--- src/rtl/dpmm_pkg.sv ---
// package for the diagnostic pin mode multiplexer
// assumes one 50 MHz clock domain and a synchronous active-high reset
package dpmm_pkg;

  // ----------------------------------------
  // sizes
  // ----------------------------------------
  localparam int NODE_W = 16;
  localparam int SEL_W = 4;
  localparam int GPIO_N = 8;

  // ----------------------------------------
  // reset values
  // ----------------------------------------
  localparam logic [SEL_W-1:0] SEL_RST = 4'h0;
  localparam logic LOCK_RST = 1'b0;

  // ----------------------------------------
  // buffer mode encoding per general pin
  // ----------------------------------------
  typedef enum logic [1:0] {
    DPMM_BUF_IN = 2'b00,
    DPMM_BUF_OUT = 2'b01,
    DPMM_BUF_TRI = 2'b10,
    DPMM_BUF_BIDIR = 2'b11
  } dpmm_buf_mode_t;

  // one pad: output, output enable
  typedef struct packed {
    logic o;
    logic oe;
  } dpmm_pad_drive_t;

  // user-side request for a pad
  typedef struct packed {
    logic data;
    logic en;
  } dpmm_user_drive_t;

endpackage

--- src/rtl/dpmm_buf_cell.sv ---
// one user I/O buffer cell with four selectable modes
// assumes the pad input is already synchronised by the caller
module dpmm_buf_cell (
  // clock and reset
  input wire logic clk,
  input wire logic rst,
  // configuration
  input wire dpmm_pkg::dpmm_buf_mode_t mode,
  // user side
  input wire dpmm_pkg::dpmm_user_drive_t user,
  output logic user_in,
  // pad side
  input wire logic pad_in,
  output dpmm_pkg::dpmm_pad_drive_t pad
);

  wire logic drives;
  wire logic hears;

  // ----------------------------------------
  // mode decode
  // ----------------------------------------
  // input/output/tri/bidir modes
  assign drives = (mode == dpmm_pkg::DPMM_BUF_OUT) ||
                  (((mode == dpmm_pkg::DPMM_BUF_TRI) || (mode == dpmm_pkg::DPMM_BUF_BIDIR)) && user.en);
  assign hears = (mode == dpmm_pkg::DPMM_BUF_IN) || (mode == dpmm_pkg::DPMM_BUF_BIDIR);

  always_ff @(posedge clk) begin
    if (rst) begin
      pad <= '0;
      user_in <= 1'b0;
    end else begin
      pad.o <= drives ? user.data : 1'b0;
      pad.oe <= drives;
      user_in <= hears ? pad_in : 1'b0;
    end
  end

endmodule

--- src/rtl/dpmm_top.sv ---
// diagnostic pin mode multiplexer: four multifunction pins, clock pin, general I/O
// assumes pad inputs are asynchronous; one 50 MHz clock; sync active-high reset
module dpmm_top (
  // clock and reset
  input wire logic clk,
  input wire logic rst,
  // mode select and lock request
  input wire logic mode_pin,
  input wire logic probe_kill,
  // internal nodes to observe
  input wire logic [dpmm_pkg::NODE_W-1:0] nodes,
  // global clock pin
  input wire logic gclk_pin_in,
  input wire logic gclk_as_io,
  output logic gclk_net,
  output logic gclk_user_in,
  // multifunction pads: 0 clock, 1 serial, 2 probe a, 3 probe b
  input wire logic [3:0] mf_pad_in,
  output logic [3:0] mf_pad_out,
  output logic [3:0] mf_pad_oe,
  input wire dpmm_pkg::dpmm_user_drive_t [3:0] mf_user,
  output logic [3:0] mf_user_in,
  // diagnostic side
  output logic diag_prog_clock,
  output logic diag_serial_in,
  output logic diag_active,
  output logic probe_locked,
  // general pins
  input wire dpmm_pkg::dpmm_buf_mode_t [dpmm_pkg::GPIO_N-1:0] gp_mode,
  input wire dpmm_pkg::dpmm_user_drive_t [dpmm_pkg::GPIO_N-1:0] gp_user,
  output logic [dpmm_pkg::GPIO_N-1:0] gp_user_in,
  input wire logic [dpmm_pkg::GPIO_N-1:0] gp_pad_in,
  output logic [dpmm_pkg::GPIO_N-1:0] gp_pad_out,
  output logic [dpmm_pkg::GPIO_N-1:0] gp_pad_oe
);

  typedef enum logic [1:0] {
    DPMM_ST_USER = 2'b00,
    DPMM_ST_DIAG = 2'b01,
    DPMM_ST_LOCK = 2'b10
  } dpmm_state_t;

  // ----------------------------------------
  // input synchronisers
  // ----------------------------------------
  logic [6:0] sync1;
  logic [6:0] sync2;
  logic [dpmm_pkg::GPIO_N-1:0] gp_sync1;
  logic [dpmm_pkg::GPIO_N-1:0] gp_sync2;

  always_ff @(posedge clk) begin
    if (rst) begin
      sync1 <= '0;
      sync2 <= '0;
      gp_sync1 <= '0;
      gp_sync2 <= '0;
    end else begin
      sync1 <= {gclk_pin_in, probe_kill, mode_pin, mf_pad_in};
      sync2 <= sync1;
      gp_sync1 <= gp_pad_in;
      gp_sync2 <= gp_sync1;
    end
  end

  wire logic [3:0] mf_in_s = sync2[3:0];
  wire logic mode_s = sync2[4];
  wire logic kill_s = sync2[5];
  wire logic gclk_s = sync2[6];

  // ----------------------------------------
  // mode state
  // ----------------------------------------
  dpmm_state_t state;
  dpmm_state_t next_state;
  logic lock;

  always_comb begin
    next_state = state;
    case (state)
      DPMM_ST_USER: next_state = mode_s ? DPMM_ST_DIAG : DPMM_ST_USER;
      DPMM_ST_DIAG: next_state = mode_s ? DPMM_ST_DIAG : DPMM_ST_USER;
      DPMM_ST_LOCK: next_state = DPMM_ST_LOCK;
      default: next_state = DPMM_ST_USER;
    endcase
    if (kill_s) begin
      next_state = DPMM_ST_LOCK;
    end
  end

  always_ff @(posedge clk) begin
    if (rst) begin
      state <= DPMM_ST_USER;
      lock <= dpmm_pkg::LOCK_RST;
    end else begin
      state <= next_state;
      lock <= lock | kill_s;
    end
  end

  // special functions follow mode even when locked; only probes are blanked
  wire logic special = mode_s;
  wire logic probe_ok = special && !lock && !kill_s;

  // ----------------------------------------
  // serial probe selection, clocked by diagnostic clock edges
  // ----------------------------------------
  logic diag_clk_prev;
  logic [2*dpmm_pkg::SEL_W-1:0] sel_shift;
  wire logic diag_clk_rise = special && mf_in_s[0] && !diag_clk_prev;

  always_ff @(posedge clk) begin
    if (rst) begin
      diag_clk_prev <= 1'b0;
      sel_shift <= {dpmm_pkg::SEL_RST, dpmm_pkg::SEL_RST};
    end else begin
      diag_clk_prev <= mf_in_s[0];
      if (diag_clk_rise) begin
        sel_shift <= {sel_shift[2*dpmm_pkg::SEL_W-2:0], mf_in_s[1]};
      end
    end
  end

  wire logic [dpmm_pkg::SEL_W-1:0] sel_a = sel_shift[2*dpmm_pkg::SEL_W-1:dpmm_pkg::SEL_W];
  wire logic [dpmm_pkg::SEL_W-1:0] sel_b = sel_shift[dpmm_pkg::SEL_W-1:0];
  wire logic node_a = nodes[sel_a];
  wire logic node_b = nodes[sel_b];

  // ----------------------------------------
  // multifunction pad muxing
  // ----------------------------------------
  logic [3:0] next_out;
  logic [3:0] next_oe;

  always_comb begin
    next_out = '0;
    next_oe = '0;
    for (int i = 0; i < 4; i++) begin
      next_oe[i] = !special && mf_user[i].en;
      next_out[i] = next_oe[i] ? mf_user[i].data : 1'b0;
    end
    // probes drive out in special mode unless locked or killed
    if (special) begin
      next_oe[2] = probe_ok;
      next_out[2] = probe_ok ? node_a : 1'b0;
      next_oe[3] = probe_ok;
      next_out[3] = probe_ok ? node_b : 1'b0;
    end
  end

  always_ff @(posedge clk) begin
    if (rst) begin
      mf_pad_out <= '0;
      mf_pad_oe <= '0;
      mf_user_in <= '0;
      diag_prog_clock <= 1'b0;
      diag_serial_in <= 1'b0;
      diag_active <= 1'b0;
      probe_locked <= 1'b0;
      gclk_net <= 1'b0;
      gclk_user_in <= 1'b0;
    end else begin
      mf_pad_out <= next_out;
      mf_pad_oe <= next_oe;
      // probe pins readable as user I/O in user mode only; all four read 0 in special mode
      mf_user_in <= special ? 4'h0 : mf_in_s;
      diag_prog_clock <= special & mf_in_s[0];
      diag_serial_in <= special & mf_in_s[1];
      diag_active <= special;
      probe_locked <= lock | kill_s;
      // clock pin to network or as I/O
      gclk_net <= gclk_as_io ? 1'b0 : gclk_s;
      gclk_user_in <= gclk_as_io ? gclk_s : 1'b0;
    end
  end

  // ----------------------------------------
  // general pins
  // ----------------------------------------
  genvar g;
  generate
    for (g = 0; g < dpmm_pkg::GPIO_N; g++) begin : gp
      dpmm_pkg::dpmm_pad_drive_t drv;
      dpmm_buf_cell u_cell (
        .clk(clk),
        .rst(rst),
        .mode(gp_mode[g]),
        .user(gp_user[g]),
        .user_in(gp_user_in[g]),
        .pad_in(gp_sync2[g]),
        .pad(drv)
      );
      assign gp_pad_out[g] = drv.o;
      assign gp_pad_oe[g] = drv.oe;
    end
  endgenerate

  // ----------------------------------------
  // checks
  // ----------------------------------------
  a_probe_mode_a: assert property (@(posedge clk) disable iff (rst)
    (mode_s && !lock && !kill_s) |=> (mf_pad_oe[2] && mf_pad_out[2] == $past(node_a)))
    else $error("probe a not driven in diag mode");
  a_user_mode: assert property (@(posedge clk) disable iff (rst)
    !mode_s |=> (mf_pad_oe == $past({mf_user[3].en, mf_user[2].en, mf_user[1].en, mf_user[0].en})))
    else $error("user enables not passed in user mode");
  a_diag_clk_pass: assert property (@(posedge clk) disable iff (rst)
    (mode_s && mf_in_s[0]) |=> diag_prog_clock)
    else $error("diagnostic clock not passed");
  a_serial_shift: assert property (@(posedge clk) disable iff (rst)
    diag_clk_rise |=> sel_shift[0] == $past(mf_in_s[1]))
    else $error("serial bit not shifted");
  a_probe_b_node: assert property (@(posedge clk) disable iff (rst)
    (mode_s && !lock && !kill_s) |=> mf_pad_out[3] == $past(nodes[sel_b]))
    else $error("probe b wrong node");
  a_probe_user_in: assert property (@(posedge clk) disable iff (rst)
    !mode_s |=> mf_user_in[2] == $past(mf_in_s[2]))
    else $error("probe pin not readable as io");
  a_lock_sticky: assert property (@(posedge clk) disable iff (rst)
    probe_locked |=> probe_locked [*3])
    else $error("probe lock released");
  a_lock_blank: assert property (@(posedge clk) disable iff (rst)
    (lock && mode_s) |=> !mf_pad_oe[2] && !mf_pad_oe[3] && !mf_pad_out[2])
    else $error("locked probe driven");
  a_gclk_route: assert property (@(posedge clk) disable iff (rst)
    !gclk_as_io |=> gclk_net == $past(gclk_s) && !gclk_user_in)
    else $error("clock pin routing wrong");
  a_gp_input: assert property (@(posedge clk) disable iff (rst)
    gp_mode[0] == dpmm_pkg::DPMM_BUF_IN |=> !gp_pad_oe[0])
    else $error("input pin driving");

endmodule

--- config.mk ---
export PLATFORM = sky130hd
export DESIGN_NAME = dpmm_top
export DESIGN_NICKNAME = d
export VERILOG_FILES = /design/src/rtl/dpmm_pkg.sv /design/src/rtl/dpmm_buf_cell.sv /design/src/rtl/dpmm_top.sv
export SDC_FILE = /design/constraint.sdc
export NUM_CORES = 1
export LEC_CHECK = 0
export BUFFER_PORTS_ARGS = -buffer_cell sky130_fd_sc_hd__buf_2
export CORE_ASPECT_RATIO = 0.75
export CORE_UTILIZATION = 50
export DETAILED_ROUTE_END_ITERATION = 10
export GPL_TIMING_DRIVEN = 0
export PLACE_DENSITY_LB_ADDON = 0.08
export SETUP_SLACK_MARGIN = 0.5
export SLEW_MARGIN = 20
export SYNTH_ARGS = -nofsm -noshare
export SYNTH_HDL_FRONTEND = slang
export SYNTH_SLANG_ARGS = --single-unit
export TNS_END_PERCENT = 10
--- constraint.sdc ---
create_clock -name clk -period 3.1 [get_ports clk]
set_input_delay 0.62 -clock clk [delete_from_list [all_inputs] [get_ports clk]]
set_output_delay 0.62 -clock clk [all_outputs]
set_load 0.01 [all_outputs]
* Yosys cells after proc, flatten, opt, wreduce, memory -nomap -nowiden *
Cells that the tools add are included.
Widths: inputs -> output; s select.

word-level totals
  register bits after elaboration = 81
  input bits = 74
  output and inout bits = 42
  logic and storage cells = 172

operators by class
  magnitude comparators = 2
  equality and inequality tests = 24
  multiplexer cells = 10
  bitwise gates (word level) = 22
  reduce and logical (&&, ||, !) cells = 73

operators by type and width
  kind                count
  $reduce_or 2->1     21
  $eq 2x2->1 const B  16
  $logic_or 1x1->1    24
  $not 1->1           19
  $eq 2x1->1 const B  8
  $logic_and 1x1->1   16
  $logic_not 2->1     8
  $lt 4x5->1 const B  2
  $bmux 1 s4          2
  $mux 1              6
  $logic_not 1->1     4
  $mux 2              2
  $and 1x1->1         2
  $or 1x1->1          1

* Longest topological paths before layout *
  word-level depth = 6
  depth in mapped cells = 5
  mapped depth without buffers = 4

* Modules after synthesis *
From an unflattened synthesis, not the netlist that was laid out.

unflattened totals
  cell total of the unflattened synthesis = 230
  area total of the unflattened synthesis = 2,748.9 sq um

modules (own cells, without submodules)
  module         instances  cells an instance  area each (sq um)  seq. area each (sq um)
  dpmm_top       1          166                1,928.1            1,141.1
  dpmm_buf_cell  8          8                  102.6              60.1

* Worst setup path before layout *
No wires, ideal clock.

  kind = input to register
  start = input rst
  end = register mf_pad_out[2]
  setup time = 95 ps
  data arrival time = 1,580 ps
  required time = 3,005 ps
  slack = 1,425 ps
  cell stages on the path = 5
  buffers on the path = 1
  cell sequence = buf_2 nor4b_1 o2111ai_1 o31a_1 o311ai_1

RTL lines
  what                  RTL line         RTL
  from (decl)           dpmm_top.sv:6    input wire logic rst,
  to (signal assigned)  dpmm_top.sv:162  mf_pad_out <= next_out;
  to (decl)             dpmm_top.sv:19   output logic [3:0] mf_pad_out,

* Worst setup path in the final report *
  start = register sel_shift[4] in the netlist's numbering
  end = register mf_pad_out[2]

between the ends
  cells in the longest elaborated chain, start to end = 4

ends and longest elaborated chain
  what                          RTL line         RTL
  from (decl)                   dpmm_top.sv:108  logic [2*dpmm_pkg::SEL_W-1:0] sel_shift;
  from (signal assigned)        dpmm_top.sv:114  sel_shift <= {dpmm_pkg::SEL_RST, dpmm_pkg::SEL_RST};
  from (signal assigned)        dpmm_top.sv:118  sel_shift <= {sel_shift[2*dpmm_pkg::SEL_W-2:0], mf_in_s[1]};
  $bmux 1 s4                    dpmm_top.sv:125  wire logic node_a = nodes[sel_a];
  $mux 1 (not written as such)  dpmm_top.sv:125
  $mux 1                        dpmm_top.sv:144  next_out[2] = probe_ok ? node_a : 1'b0;
  $mux 2                        dpmm_top.sv:142  if (special) begin

No other way between the ends. The select of a mux whose other input is x is not followed.
A chain may end at the register's enable or synchronous reset.

==> flow_summary.toml <==
[synthesis]
synthCells = 233
synth.ff_latch_count = 81
avgSynthCellArea_um2 = 11.93
synth_area_leaders = "dfxtp_1 (58%), nor2b_1 (7.2%), mux2i_1 (6.1%)"
synthesis.nets = 307
synth.largest_area_cell = "dfxtp_1"
synthesis.area_um2 = 2780
yosysUniqueCellTypes = 32
ys_seq_area_share_pct = 58.33
synth_top_area_share_pct = 58.33
synth_warnings = 0

[route]
detail_route.wl_per_cell_um = 11.73
drt_iter0_drc = 57
vias = 1947
met1_length_mm = 2.533
vias_per_cell = 4.445
firstDrtPassIters = 4
wl_met2_mm = 2.189
routed_wirelength_mm = 5.136
highest_layer = "met4"
drt.antenna.violating_nets = 0
met3_length_um = 390
drc_errors = 0

[grt]
grt_max_degree = 13
grt_usage_pct = 18.26
grt_pass1_wl_mm = 7.679
grt_pass1_vias = 1631
antenna_found_initial = 0
grt_overflow = 0

[clock_tree]
numCtsBuffers = 9
cts_num_sinks = 81
hold_buffers = 0
clock_latency_ns = 0.33
post_cts_resized = 0
post-cts-setup-buffer-count = 0
clk_pin_slew_ns = 0.07
cts_root_buf = "clkbuf_8"
cts_tree = "done"
cts_max_level = 3
clock_path_buffers = 2

[power_and_ir_drop]
pwr-share-seq_pct = 56.7
p_sw_share_pct = 21.93
internal-power_mw = 1.500
p_clk_share_pct = 34.8
p_leak_nw = 1.766
pwr-share-comb_pct = 8.5
powerDensity_nw_per_um2 = 531.1
switching_power_mw = 0.4215
vdd_ir_drop_max_mv = 0.3804

[place]
placed_area_um2 = 3445
gp_congestion = 0.7904
hpwl_mm = 3.815
io_buffers = 114

[setup_path]
cp_max_fo = 6
crit_type = "reg2reg"
cp.arrival_ns = 1.83
reg2reg_slack_ns = 1.48
critPathCaptureType = "flip-flop"
start_kind = "flip-flop"
required_ns = 3.31

[finish]
post-route-cell-area_um2 = 3618
nets = 432
area_growth_pct = 30.15
drive_gt1_share_pct = 40.22
diodes = 0

[sta]
fin_crit_ns = 1.621
fin_worst_skew_ns = 0.006062
finalHoldViolations = 0
fin_crit_sh_pct = 52.30
tightest_slew_ns = 0.6253
fmax_ghz = 0.6168
rsz0062_at_grt = "false"
maxSlewViolCount = 0
setup_tns_ns = 0
setup_viol = 0
relSlewSlack_pct = 57.72

[die]
pin_count = 116
core_area_um2 = 5353
die_w_um = 88.11
rows = 23
initial_core_util_pct = 51.94
dieArea_um2 = 5866
fp.dieH_um = 66.58

[flow_run]
cap_violations = 0

[outcome]
status = "complete, no violations"

[worst_hold_path]
hp-class = "reg2reg"
==> worst max-delay path: stages (launching register included) <==
cell       delay, ns
dfxtp_1         0.33
buf_6           0.13
mux4_2          0.54
o2111ai_1       0.23
o31a_1          0.17
o311ai_1        0.09
==> per-layer routing <==
metal | up-vias | global-route usage, %
li1 | 1018 | -
met1 | 856 | 24.00
met2 | 71 | 26.07
met3 | 2 | 9.294
met4 | 0 | 5.444
met5 | - | 0
==> cell families (layout without fill, tap and decap cells) <==
kind of cell,after synthesis,in the layout,synth area share [%]
xor gates and xnor gates,8,8,2.520
DFF,81,81,58.33
and+or+nand+nor,91,91,19.35
buffers and inverters,20,150,4.365
muxes,26,26,13.55
AOI/OAI and AO/OA,7,7,1.890
==> power groups by stage <==
stage	Clock, mW	Sequential (mW)	Combinational [mW]
CTS	0.692	1.09	0.166
floorplan	0	1.12	0.0682
finish	0.668	1.09	0.163
global placement	0	1.11	0.162
detailed placement	0	1.11	0.165
global route	0.742	1.09	0.182
==> per-stage QoR <==
stage / util [%] / setup WS, ns / instances / hold WS (ns) / total power, mW
global route: 67.60 / 1.353 / 438 / 0.4410 / 2.018
detailed placement: 64.35 / 1.098 / 422 / 0.4204 / 1.280
floorplan: - / 1.425 / 233 / 0.4057 / 1.193
finish: 67.60 / 1.479 / 438 / 0.4337 / 1.922
global placement: 64.35 / 1.108 / 422 / 0.4094 / 1.276
CTS: 67.60 / 1.461 / 438 / 0.4324 / 1.949
==> final cells by class <==
type | instances | area, um^2
well taps | 75 | 93.84
clock inverters | 3 | 15.01
inverters | 2 | 7.507
flip-flops and latches | 81 | 1622
fillers | 448 | 1734
multi-input cells | 132 | 1037
plain buffers | 18 | 113.9
clock buffers | 13 | 158.9
repair buffers | 114 | 570.5
==> cells in the final DEF, fill, tap and decap left out, types with 2 or more instances in the layout <==
cell      Yosys  routed
clkbuf_8      0      11
and3_1        2       2
nor2_1       20      20
nand2b_1      2       2
and2_1       16      16
clkbuf_1      4       6
buf_4         8       8
nand3_2       2       2
buf_6         2       2
buf_2         1     115
xor2_1        8       8
inv_1         2       2
mux4_2        4       4
nor3b_1       9       9
mux4_1        4       4
dfxtp_1      81      81
nor2b_1      32      32
clkinv_2      0       3
buf_1         3       3
a21oi_1       2       2
nand2_1       2       2
mux2i_1      17      17
==> cells in the mapped netlist, drive strengths merged <==
cell	instances
clkbuf	4
o21ai	1
nor2b	32
mux2	1
nand3b	1
mux2i	17
o31a	1
nand4	1
mux4	8
o41a	1
nand2	2
nand3	3
o2111ai	1
nor2	20
nor4b	1
or3	1
a21oi	2
o311ai	1
nand2b	2
xor2	8
buf	14
nor3b	9
and3	2
dfxtp	81
inv	2
and3b	1
and2	16
==> state kept, by name (all words and copies together), names as in the netlist, 4 cells and up <==
register and cells:
gp_sync1 8, gp.u_cell.user_in 8, sel_shift 8, gp.u_cell.pad 16
mf_user_in 4, sync1 7, sync2 7, mf_pad_out 4
gp_sync2 8, mf_pad_oe 4
==> path summary, 6_finish.rpt <==
kind / start / to / cells past startpoint
max: sel_shift[4]$_SDFFE_PP0P_ / mf_pad_out[2]$_SDFF_PP0_ / 5
min: sync1[3]$_SDFF_PP0_ / sync2[3]$_SDFF_PP0_ / 1
max reg2reg: sel_shift[4]$_SDFFE_PP0P_ / mf_pad_out[2]$_SDFF_PP0_ / 5
min reg2reg: sync1[3]$_SDFF_PP0_ / sync2[3]$_SDFF_PP0_ / 1
(Power assumes the default switching activity.)
